<file path="src/rtl/mfs_params.svh">
// constants of the motion filter settling qualifier
`ifndef MFS_PARAMS_SVH
`define MFS_PARAMS_SVH

// ----------------------------------------------------------------
// timing
// ----------------------------------------------------------------
`define MFS_CLK_NS      50
`define MFS_MS_NS       1000000
`define MFS_PD_MAX_NS   1000
// gyro high-pass settling times in ms: 45 s, 11 s, 3 s, 0.7 s
`define MFS_GSET_MS0    16'hAFC8
`define MFS_GSET_MS1    16'h2AF8
`define MFS_GSET_MS2    16'h0BB8
`define MFS_GSET_MS3    16'h02BC

// ----------------------------------------------------------------
// samples to discard
// ----------------------------------------------------------------
`define MFS_DIS_LP_OFF  10'h001
`define MFS_DIS_LP_QTR  10'h002
`define MFS_DIS_HP_OFF  10'h002
`define MFS_DIS_HP_QTR  10'h003
`define MFS_DIS_1667    10'h003
`define MFS_DIS_3333    10'h005
`define MFS_DIS_6667    10'h00B
`define MFS_DIS_HPHP    10'h003
`define MFS_DIS_C1_LP   10'h00A
`define MFS_DIS_C1_HP   10'h00E
`define MFS_DIS_C2      10'h013
`define MFS_DIS_C3      10'h026
`define MFS_DIS_C4      10'h04B
`define MFS_DIS_C5      10'h096
`define MFS_DIS_C6      10'h128
`define MFS_DIS_C7      10'h253

// ----------------------------------------------------------------
// rate codes and filter shifts
// ----------------------------------------------------------------
`define MFS_ODR_1667    4'h8
`define MFS_ODR_3333    4'h9
`define MFS_ODR_6667    4'hA
`define MFS_GHP_K0      4'hC
`define MFS_GHP_K1      4'hA
`define MFS_GHP_K2      4'h8
`define MFS_GHP_K3      4'h6
`define MFS_LP_K        4'h1

// ----------------------------------------------------------------
// host register map and reset values
// ----------------------------------------------------------------
`define MFS_ADDR_CFG    4'h0
`define MFS_ADDR_STAT   4'h1
`define MFS_ADDR_ACC    4'h2
`define MFS_ADDR_GYR    4'h3
`define MFS_ADDR_DROP   4'h4
`define MFS_CFG_RST     18'h00000

`endif

</file>
<file path="src/rtl/mfs_pkg.sv">
// types and shared decoding of the settling qualifier
package mfs_pkg;
  `include "mfs_params.svh"

  typedef enum logic [1:0] {MFS_PD, MFS_LOWPWR, MFS_HIPERF} mfs_mode_t;

  typedef struct packed {
    mfs_mode_t    mode;
    logic [3:0]   output_data_rate;
    logic         second_lowpass_stage_en;
    logic         hp_path;
    logic [2:0]   cutoff;
    logic         ois_en;
    logic         gyro_perf;
    logic         gyro_hp_en;
    logic [1:0]   gyro_cut;
    logic         first_lowpass_stage_en;
  } mfs_cfg_t;

  // ----------------------------------------------------------------
  // invalid sample count after a configuration change
  // ----------------------------------------------------------------
  function automatic logic [9:0] mfs_discard(mfs_cfg_t prev, mfs_cfg_t nxt);
    logic [9:0] n;
    logic       filt_on;
    filt_on = nxt.second_lowpass_stage_en | nxt.hp_path;
    n = 10'h000;
    if (nxt.mode == MFS_PD)
      n = 10'h000;
    else if (filt_on && nxt.cutoff != 3'h0)
    begin
      case (nxt.cutoff)
        3'h1:    n = nxt.hp_path ? `MFS_DIS_C1_HP : `MFS_DIS_C1_LP;
        3'h2:    n = `MFS_DIS_C2;
        3'h3:    n = `MFS_DIS_C3;
        3'h4:    n = `MFS_DIS_C4;
        3'h5:    n = `MFS_DIS_C5;
        3'h6:    n = `MFS_DIS_C6;
        default: n = `MFS_DIS_C7;
      endcase
    end
    else if (prev.mode == MFS_HIPERF && nxt.mode == MFS_HIPERF
             && prev.output_data_rate != nxt.output_data_rate)
      n = `MFS_DIS_HPHP;
    else
    begin
      if (nxt.mode == MFS_LOWPWR)
        n = filt_on ? `MFS_DIS_LP_QTR : `MFS_DIS_LP_OFF;
      else if (nxt.output_data_rate == `MFS_ODR_6667)
        n = `MFS_DIS_6667;
      else if (nxt.output_data_rate == `MFS_ODR_3333)
        n = `MFS_DIS_3333;
      else if (nxt.output_data_rate == `MFS_ODR_1667)
        n = `MFS_DIS_1667;
      else
        n = filt_on ? `MFS_DIS_HP_QTR : `MFS_DIS_HP_OFF;
      if (prev.mode != MFS_PD && prev.mode != nxt.mode)
        n = n + 10'h001;
    end
    return n;
  endfunction
endpackage

</file>
<file path="src/rtl/mfs_link_if.sv">
// link between the sensor filter end and the host end
`timescale 1ns/1ns
interface mfs_link_if
  import mfs_pkg::*;
(
  input wire logic clk_i
);
  mfs_cfg_t     cfg;
  logic         cfg_stb;
  logic         smp_stb;
  logic         smp_valid;
  logic [15:0]  acc_data;
  logic [15:0]  gyr_data;
  logic         acc_ok;
  logic         gyr_ok;
  logic         ois_on;

  modport dev  (input cfg, cfg_stb,
                output smp_stb, smp_valid, acc_data, gyr_data,
                       acc_ok, gyr_ok, ois_on);
  modport host (output cfg, cfg_stb,
                input smp_stb, smp_valid, acc_data, gyr_data,
                      acc_ok, gyr_ok, ois_on);
endinterface

</file>
<file path="src/rtl/mfs_dev.sv">
// sensor end: filter chain and output settling qualifier
// What this block does
// - mode or rate change: accel output unsettled
// - apply new mode at end of period, power-down at next edge
// - invalid samples per rate, filters off
// - invalid samples per rate, quarter-rate filter
// - low-power/high-performance switch adds one sample, except with a filter on at cutoff 1 to 7
// - power-down entered within one microsecond
// - image path leaves user path untouched
// - gyro cascade: high-pass, low-pass, low-pass
// - gyro high-pass only when enabled
// - two-bit gyro high-pass cutoff select
// - gyro settling 45, 11, 3, 0.7 s
// - other accel cutoffs: 10 to 595 samples
`timescale 1ns/1ns
`include "mfs_params.svh"
module mfs_dev
  import mfs_pkg::*;
#(
  parameter int MS_CYCLES = `MFS_MS_NS / `MFS_CLK_NS
)(
  input  wire logic         clk_i,
  input  wire logic         nrst_i,
  input  wire logic         odr_tick_i,
  input  wire logic [15:0]  accel_sample_i,
  input  wire logic [15:0]  gyro_sample_i,
  mfs_link_if.dev           link
);

  typedef struct packed {
    mfs_cfg_t     cur;
    mfs_cfg_t     pend;
    logic         pend_v;
    logic [9:0]   discard;
    logic         smp_stb;
    logic         smp_valid;
    logic [15:0]  acc_data;
    logic [15:0]  gyr_data;
    logic         acc_ok;
    logic         gyr_ok;
    logic         ois_on;
    logic [15:0]  hp_avg;
    logic [15:0]  lp1;
    logic [15:0]  lp2;
    logic [15:0]  gtimer;
    logic [15:0]  ms_cnt;
  } mfs_dev_st_t;

  mfs_dev_st_t st_q;
  mfs_dev_st_t st_d;

  // ----------------------------------------------------------------
  // helpers
  // ----------------------------------------------------------------
  // first-order smoother, shift sets the corner
  function automatic logic [15:0] iir(logic [15:0] y, logic [15:0] x,
                                      logic [3:0] k);
    logic signed [16:0] d;
    d = $signed({x[15], x}) - $signed({y[15], y});
    return 16'(y + 16'(d >>> k));
  endfunction

  function automatic logic [3:0] ghp_shift(logic [1:0] c);
    logic [3:0] k;
    case (c)
      2'h0:    k = `MFS_GHP_K0;
      2'h1:    k = `MFS_GHP_K1;
      2'h2:    k = `MFS_GHP_K2;
      default: k = `MFS_GHP_K3;
    endcase
    return k;
  endfunction

  function automatic logic [15:0] gset_ms(logic [1:0] c);
    logic [15:0] t;
    case (c)
      2'h0:    t = `MFS_GSET_MS0;
      2'h1:    t = `MFS_GSET_MS1;
      2'h2:    t = `MFS_GSET_MS2;
      default: t = `MFS_GSET_MS3;
    endcase
    return t;
  endfunction

  // ----------------------------------------------------------------
  // next state
  // ----------------------------------------------------------------
  always_comb
  begin
    logic         ms_tick;
    logic         apply;
    logic         acc_chg;
    logic         ghp_on;
    logic         ghp_was;
    logic [15:0]  s1;
    logic [15:0]  s2;
    mfs_cfg_t     nxt;
    ms_tick = 1'b0;
    apply   = 1'b0;
    acc_chg = 1'b0;
    ghp_on  = 1'b0;
    ghp_was = 1'b0;
    s1      = 16'h0000;
    s2      = 16'h0000;
    nxt     = st_q.cur;
    st_d    = st_q;
    st_d.smp_stb = 1'b0;

    // millisecond enable for the gyro settling timer
    if (st_q.ms_cnt == 16'(MS_CYCLES - 1))
    begin
      st_d.ms_cnt = 16'h0000;
      ms_tick     = 1'b1;
    end
    else
      st_d.ms_cnt = st_q.ms_cnt + 16'h0001;

    if (link.cfg_stb)
    begin
      st_d.pend   = link.cfg;
      st_d.pend_v = 1'b1;
    end

    // a period in progress finishes under the old setting
    if (st_q.pend_v && odr_tick_i)
      apply = 1'b1;
    // power-down does not wait for the period: next edge   
    if (st_q.pend_v && st_q.pend.mode == MFS_PD)
      apply = 1'b1;

    // accel sample leaves with the validity of its own period
    if (odr_tick_i && st_q.cur.mode != MFS_PD)
    begin
      st_d.smp_stb   = 1'b1;
      st_d.smp_valid = (st_q.discard == 10'h000);
      st_d.acc_data  = accel_sample_i;
      if (st_q.discard != 10'h000)
        st_d.discard = st_q.discard - 10'h001;
    end

    // gyro cascade runs on every sample period
    ghp_on = st_q.cur.gyro_perf & st_q.cur.gyro_hp_en;
    if (odr_tick_i)
    begin
      if (ghp_on)
      begin
        st_d.hp_avg = iir(st_q.hp_avg, gyro_sample_i,
                          ghp_shift(st_q.cur.gyro_cut));
        s1 = gyro_sample_i - st_q.hp_avg;
      end
      else
        s1 = gyro_sample_i;
      if (st_q.cur.first_lowpass_stage_en)
      begin
        st_d.lp1 = iir(st_q.lp1, s1, `MFS_LP_K);
        s2 = st_q.lp1;
      end
      else
        s2 = s1;
      st_d.lp2      = iir(st_q.lp2, s2, `MFS_LP_K);
      st_d.gyr_data = st_q.lp2;
    end

    if (st_q.gtimer != 16'h0000 && ms_tick)
      st_d.gtimer = st_q.gtimer - 16'h0001;

    if (apply)
    begin
      nxt = st_q.pend;
      // cfg received this same cycle is kept for the next period
      if (!link.cfg_stb)
        st_d.pend_v = 1'b0;
      acc_chg = nxt.mode != st_q.cur.mode || nxt.output_data_rate != st_q.cur.output_data_rate
             || nxt.second_lowpass_stage_en != st_q.cur.second_lowpass_stage_en
             || nxt.hp_path != st_q.cur.hp_path
             || nxt.cutoff != st_q.cur.cutoff;
      // image path bit is not part of the accel change test
      if (acc_chg)
        st_d.discard = mfs_discard(st_q.cur, nxt);
      ghp_was = ghp_on;
      ghp_on  = nxt.gyro_perf & nxt.gyro_hp_en;
      if (ghp_on && (!ghp_was || nxt.gyro_cut != st_q.cur.gyro_cut))
      begin
        st_d.gtimer = gset_ms(nxt.gyro_cut);
        // restart the divider: a part millisecond would end settling early
        st_d.ms_cnt = 16'h0000;
      end
      else if (!ghp_on)
        st_d.gtimer = 16'h0000;
      st_d.cur = nxt;
    end

    st_d.ois_on = st_d.cur.ois_en;
    st_d.acc_ok = st_d.cur.mode != MFS_PD
               && st_d.discard == 10'h000;
    st_d.gyr_ok = st_d.gtimer == 16'h0000;
  end

  // ----------------------------------------------------------------
  // state register
  // ----------------------------------------------------------------
  always_ff @(posedge clk_i or negedge nrst_i)
  begin
    if (!nrst_i)
      st_q <= '0;
    else
      st_q <= st_d;
  end

  assign link.smp_stb   = st_q.smp_stb;
  assign link.smp_valid = st_q.smp_valid;
  assign link.acc_data  = st_q.acc_data;
  assign link.gyr_data  = st_q.gyr_data;
  assign link.acc_ok    = st_q.acc_ok;
  assign link.gyr_ok    = st_q.gyr_ok;
  assign link.ois_on    = st_q.ois_on;

endmodule

</file>
<file path="src/flat_wrapper.sv">
// flat-port wrapper written by rule: the top's interface ports become plain ports
module mfs_dev_flat import mfs_pkg::*;
#(
  parameter int MS_CYCLES = `MFS_MS_NS / `MFS_CLK_NS
)
  (clk_i, nrst_i, odr_tick_i, accel_sample_i, gyro_sample_i, link_cfg, link_cfg_stb, link_smp_stb, link_smp_valid, link_acc_data, link_gyr_data, link_acc_ok, link_gyr_ok, link_ois_on);
  mfs_link_if link_i (.clk_i(clk_i));
  input  wire logic clk_i;
  input  wire logic nrst_i;
  input  wire logic odr_tick_i;
  input  wire logic [15:0] accel_sample_i;
  input  wire logic [15:0] gyro_sample_i;
  input wire logic [$bits(link_i.cfg)-1:0] link_cfg;
  input wire logic [$bits(link_i.cfg_stb)-1:0] link_cfg_stb;
  output wire logic [$bits(link_i.smp_stb)-1:0] link_smp_stb;
  output wire logic [$bits(link_i.smp_valid)-1:0] link_smp_valid;
  output wire logic [$bits(link_i.acc_data)-1:0] link_acc_data;
  output wire logic [$bits(link_i.gyr_data)-1:0] link_gyr_data;
  output wire logic [$bits(link_i.acc_ok)-1:0] link_acc_ok;
  output wire logic [$bits(link_i.gyr_ok)-1:0] link_gyr_ok;
  output wire logic [$bits(link_i.ois_on)-1:0] link_ois_on;
  assign link_i.cfg = link_cfg;
  assign link_i.cfg_stb = link_cfg_stb;
  assign link_smp_stb = link_i.smp_stb;
  assign link_smp_valid = link_i.smp_valid;
  assign link_acc_data = link_i.acc_data;
  assign link_gyr_data = link_i.gyr_data;
  assign link_acc_ok = link_i.acc_ok;
  assign link_gyr_ok = link_i.gyr_ok;
  assign link_ois_on = link_i.ois_on;
  mfs_dev #(.MS_CYCLES(MS_CYCLES)) u_core (.clk_i(clk_i), .nrst_i(nrst_i), .odr_tick_i(odr_tick_i), .accel_sample_i(accel_sample_i), .gyro_sample_i(gyro_sample_i), .link(link_i));
endmodule
</file>
<file path="config.mk">
export PLATFORM = sky130hd
export DESIGN_NAME = mfs_dev_flat
export DESIGN_NICKNAME = d
export VERILOG_FILES = /design/src/rtl/mfs_pkg.sv /design/src/rtl/mfs_link_if.sv /design/src/rtl/mfs_dev.sv /design/src/flat_wrapper.sv
export VERILOG_INCLUDE_DIRS = /design/src /design/src/rtl
export SDC_FILE = /design/constraint.sdc
export NUM_CORES = 1
export LEC_CHECK = 0
export ABC_AREA = 1
export BUFFER_PORTS_ARGS = -buffer_cell sky130_fd_sc_hd__buf_2
export CORE_ASPECT_RATIO = 1.1
export CORE_UTILIZATION = 63
export CTS_CLUSTER_SIZE = 14
export DETAILED_ROUTE_END_ITERATION = 12
export PLACE_DENSITY = 0.91
export SYNTH_ARGS = -nofsm -noshare
export SYNTH_HDL_FRONTEND = slang
export SYNTH_SLANG_ARGS = --single-unit
</file>
<file path="constraint.sdc">
create_clock -name clk_i -period 6 [get_ports clk_i]
set_input_delay 0 -clock clk_i [delete_from_list [all_inputs] [get_ports clk_i]]
set_output_delay 0 -clock clk_i [all_outputs]
set_load 0.005 [all_outputs]
</file>
==> impl_metrics.env <==
export IMPL_status="finished clean"
export IMPL_yosysMostFrequentCell="nand2_1"
export IMPL_clkTransAtPathRegs_ns=0.07
export IMPL_die_h_um=156
export IMPL_syn_nets=2230
export IMPL_final_antenna_net_count=0
export IMPL_clock_latency_ns=0.43
export IMPL_synth_area_leader_cell="dfrtp_1"
export IMPL_viasPerCell=5.70
export IMPL_clock_sinks=161
export IMPL_die_x_um=142
export IMPL_cpMaxStageDelayCell="fa_1"
export IMPL_area_growth_synth_to_final_pct=9.81
export IMPL_grt_pass1_vias=13000
export IMPL_grt_antenna_before_repair=1
export IMPL_hold_viol=0
export IMPL_yosys_area_top_type_share_pct=29.6
export IMPL_maxSlewViolCount=0
export IMPL_start_kind="flip-flop"
export IMPL_fp_row_count=56
export IMPL_cts_tree="yes"
export IMPL_worst_pin_slew_ns=1.06
export IMPL_dp_hpwl_um=26400
export IMPL_crit_chain="ha_1 -> fa_1 -> o21ai_0 -> inv_1 -> o21ai_0 -> inv_1 -> fa_1 -> o21ai_1 -> nand2_1 -> a31oi_1 -> xor2_1 -> ha_1 -> nand2_1 -> inv_1 -> nand2_1 -> nand3_1 -> a21boi_0 -> o21ai_0 -> nand2_1 -> nand3_1 -> o21ai_0"
export IMPL_fin_crit_sh_pct=80.7
export IMPL_cts_inserted_buffers=17
export IMPL_rr_startpoint="u_core.st_q[64]"
export IMPL_fin_nets=2302
export IMPL_yosys_register_bits=161
export IMPL_r2r_setup_slack_ns=1.16
export IMPL_min_path_type="input port to flip-flop"
export IMPL_final_setup_tns_ns=0
export IMPL_rsz0062_at_grt="false"
export IMPL_drive_gt1_share_pct=7.14
export IMPL_min_period_ns=4.84
export IMPL_die_area_um2=22200
export IMPL_slew_limit_headroom_pct=28.7
export IMPL_grt_pass1_wl_um=59300
export IMPL_grt_total_usage_pct=33.1
export IMPL_hold_depth=3
export IMPL_cts_resized=0
export IMPL_r2r_end="u_core.st_q[43]"
export IMPL_critPathRequiredTime_ns=6.34
export IMPL_drt_iter0_markers=1178
export IMPL_grt_ovfl_total=0
export IMPL_wl_um=36100
export IMPL_ys_warn_count=0
export IMPL_cp_end_kind="flip-flop"
export IMPL_maxCapViolations=0
export IMPL_h_tree_depth=4
export IMPL_cp_arrival_ns=5.18
export IMPL_slowest_delay_ns=0.47
export IMPL_ys_async_sr_fraction_pct=100
export IMPL_clock_skew_ns=0.0153
export IMPL_path_max_fanout=5
export IMPL_coreArea_um2=21200
export IMPL_crit_type="flip-flop to flip-flop"
export IMPL_fmax_mhz=207
export IMPL_synth_commonest_cells="673 x nand2_1, 267 x inv_1, 168 x nor2_1"
export IMPL_initial_core_util_pct=64.1
export IMPL_drcViolationCount=0
export IMPL_ys_seq_area_share_pct=29.6
export IMPL_hp_start="odr_tick_i"
export IMPL_drt_pass1_iter_count=6
export IMPL_cts_buffer_depth=2
export IMPL_syn_cell_area_um2=13600
export IMPL_globalplace_congestion=1.02
export IMPL_fillers=1707
export IMPL_grt_max_degree=84
export IMPL_reg2regPathDepth=21
export IMPL_root_buffer="clkbuf_16"
export IMPL_io_buffers=89
export IMPL_num_vias=13900
export IMPL_finalSetupViolCount=0
export IMPL_wl_per_cell_um=14.7
export IMPL_synth_edf_count=0
export IMPL_synthCells=2072
export IMPL_avgSynthCellArea_um2=6.57
export IMPL_io_pins=90
export IMPL_ys_dominant_reg_cell="dfrtp_1"
export IMPL_hold_end="u_core.st_q[33]"
export IMPL_ys_top_cells_by_area="dfrtp_1 30%, nand2_1 19%, ha_1 9.1%, inv_1 7.4%, nand3_1 6.1%"
export IMPL_ys_types=50
-- repair_timing --
item | 4_1_cts | 5_1_grt
setup buffers | 0 | 0
hold buffers | 34 | 0
endpoints found under the hold margin | 111 | 0
-- cells by family (layout without fill, tap and decap cells) --
| logic type | count (synthesis) | count (layout) | synth area share [%] |
|---|---|---|---|
| AND/OR/NAND/NOR | 1087 | 1087 | 33.3 |
| buffers and inverters | 344 | 428 | 10.7 |
| AO/OA/AOI/OAI | 315 | 315 | 12.6 |
| flip-flops | 161 | 161 | 29.6 |
| adder cells (fa/ha/maj) | 105 | 105 | 9.99 |
| XOR/XNOR | 60 | 60 | 3.86 |
| other | 0 | 1 | 0 |
-- final cells by class --
cell class,instances,area (um^2),area share (%)
multi-input cells,1567,8120,54.4
well taps,290,363,2.43
clock inverters,14,168,1.12
repair buffers,126,815,5.45
clock buffers,17,425,2.85
diodes,1,2.50,0.0168
inverters,271,1020,6.81
flip-flops and latches,161,4030,27.0
-- cell usage in the layout (no fill, tap or decap), types with 7 or more instances in the layout --
cell type,Yosys,final
nor3_1,18,18
dfrtp_1,161,161
o21ai_0,162,162
inv_1,267,267
nand2_1,673,673
a21oi_1,93,93
nand4_1,18,18
xnor2_1,20,20
o21a_1,7,7
dlygate4sd3_1,0,34
xor2_1,40,40
a31oi_1,14,14
ha_1,99,99
buf_2,5,88
nor2_1,168,168
nand3b_1,9,9
o211ai_1,8,8
clkbuf_16,0,17
nand3_1,165,165
nor2_2,7,7
-- metal layers --
| metal | GRT usage, % | part of all wire (%) | vias up |
|---|---|---|---|
| met1 | 40.2 | 41 | 6443 |
| met5 | 0 | 0 | - |
| met2 | 58.2 | 49 | 595 |
| li1 | - | - | 6796 |
| met4 | 14.5 | 3.6 | 0 |
| met3 | 4.67 | 6.3 | 114 |
-- flip-flops by register name, summed over array words and instances, names as in the netlist --
name and count:
u_core.link.smp_valid 1, u_core.link.smp_stb 1, u_core.link.acc_ok 1, u_core.st_q 125, u_core.link.gyr_ok 1, u_core.link.gyr_data 16
u_core.link.acc_data 16
-- critical path: cells and delay by family (launching register included) --
family / cells / cell delay, ns
simple gates: 6 / 0.65
xor+xnor: 1 / 0.26
flops: 1 / 0.40
compound gates: 7 / 1.69
fa+ha+maj: 4 / 1.48
buf+inv: 3 / 0.27
-- worst max path at each step --
stage	start	end	slack (ns)
2_1_floorplan	u_core.st_q[64]	u_core.st_q[47]	1.81
3_5_place_dp	u_core.st_q[64]	u_core.st_q[47]	1.27
4_1_cts	u_core.st_q[64]	u_core.st_q[47]	1.25
3_3_place_gp	u_core.st_q[64]	u_core.st_q[47]	1.42
5_1_grt	u_core.st_q[64]	u_core.st_q[47]	0.77
6_report	u_core.st_q[64]	u_core.st_q[43]	1.16
-- stage by stage --
step | utilization (%) | hold slack (ns) | cell area [um^2] | std cells | worst slack, ns
after floorplan | - | -0.296 | 13600 | 2072 | 1.81
after global placement | 66.0 | 0.0879 | 14000 | 2381 | 1.42
after detailed placement | 66.0 | 0.0928 | 14000 | 2381 | 1.27
after CTS | 70.4 | 0.0129 | 14900 | 2446 | 1.25
after global routing | 70.4 | 0.0749 | 14900 | 2446 | 0.770
final | 70.4 | 0.0268 | 14900 | 2447 | 1.16
Power is left out: the tool's default activity adds up to more than one toggle a clock period on the data nets, which glitch-free logic cannot reach.
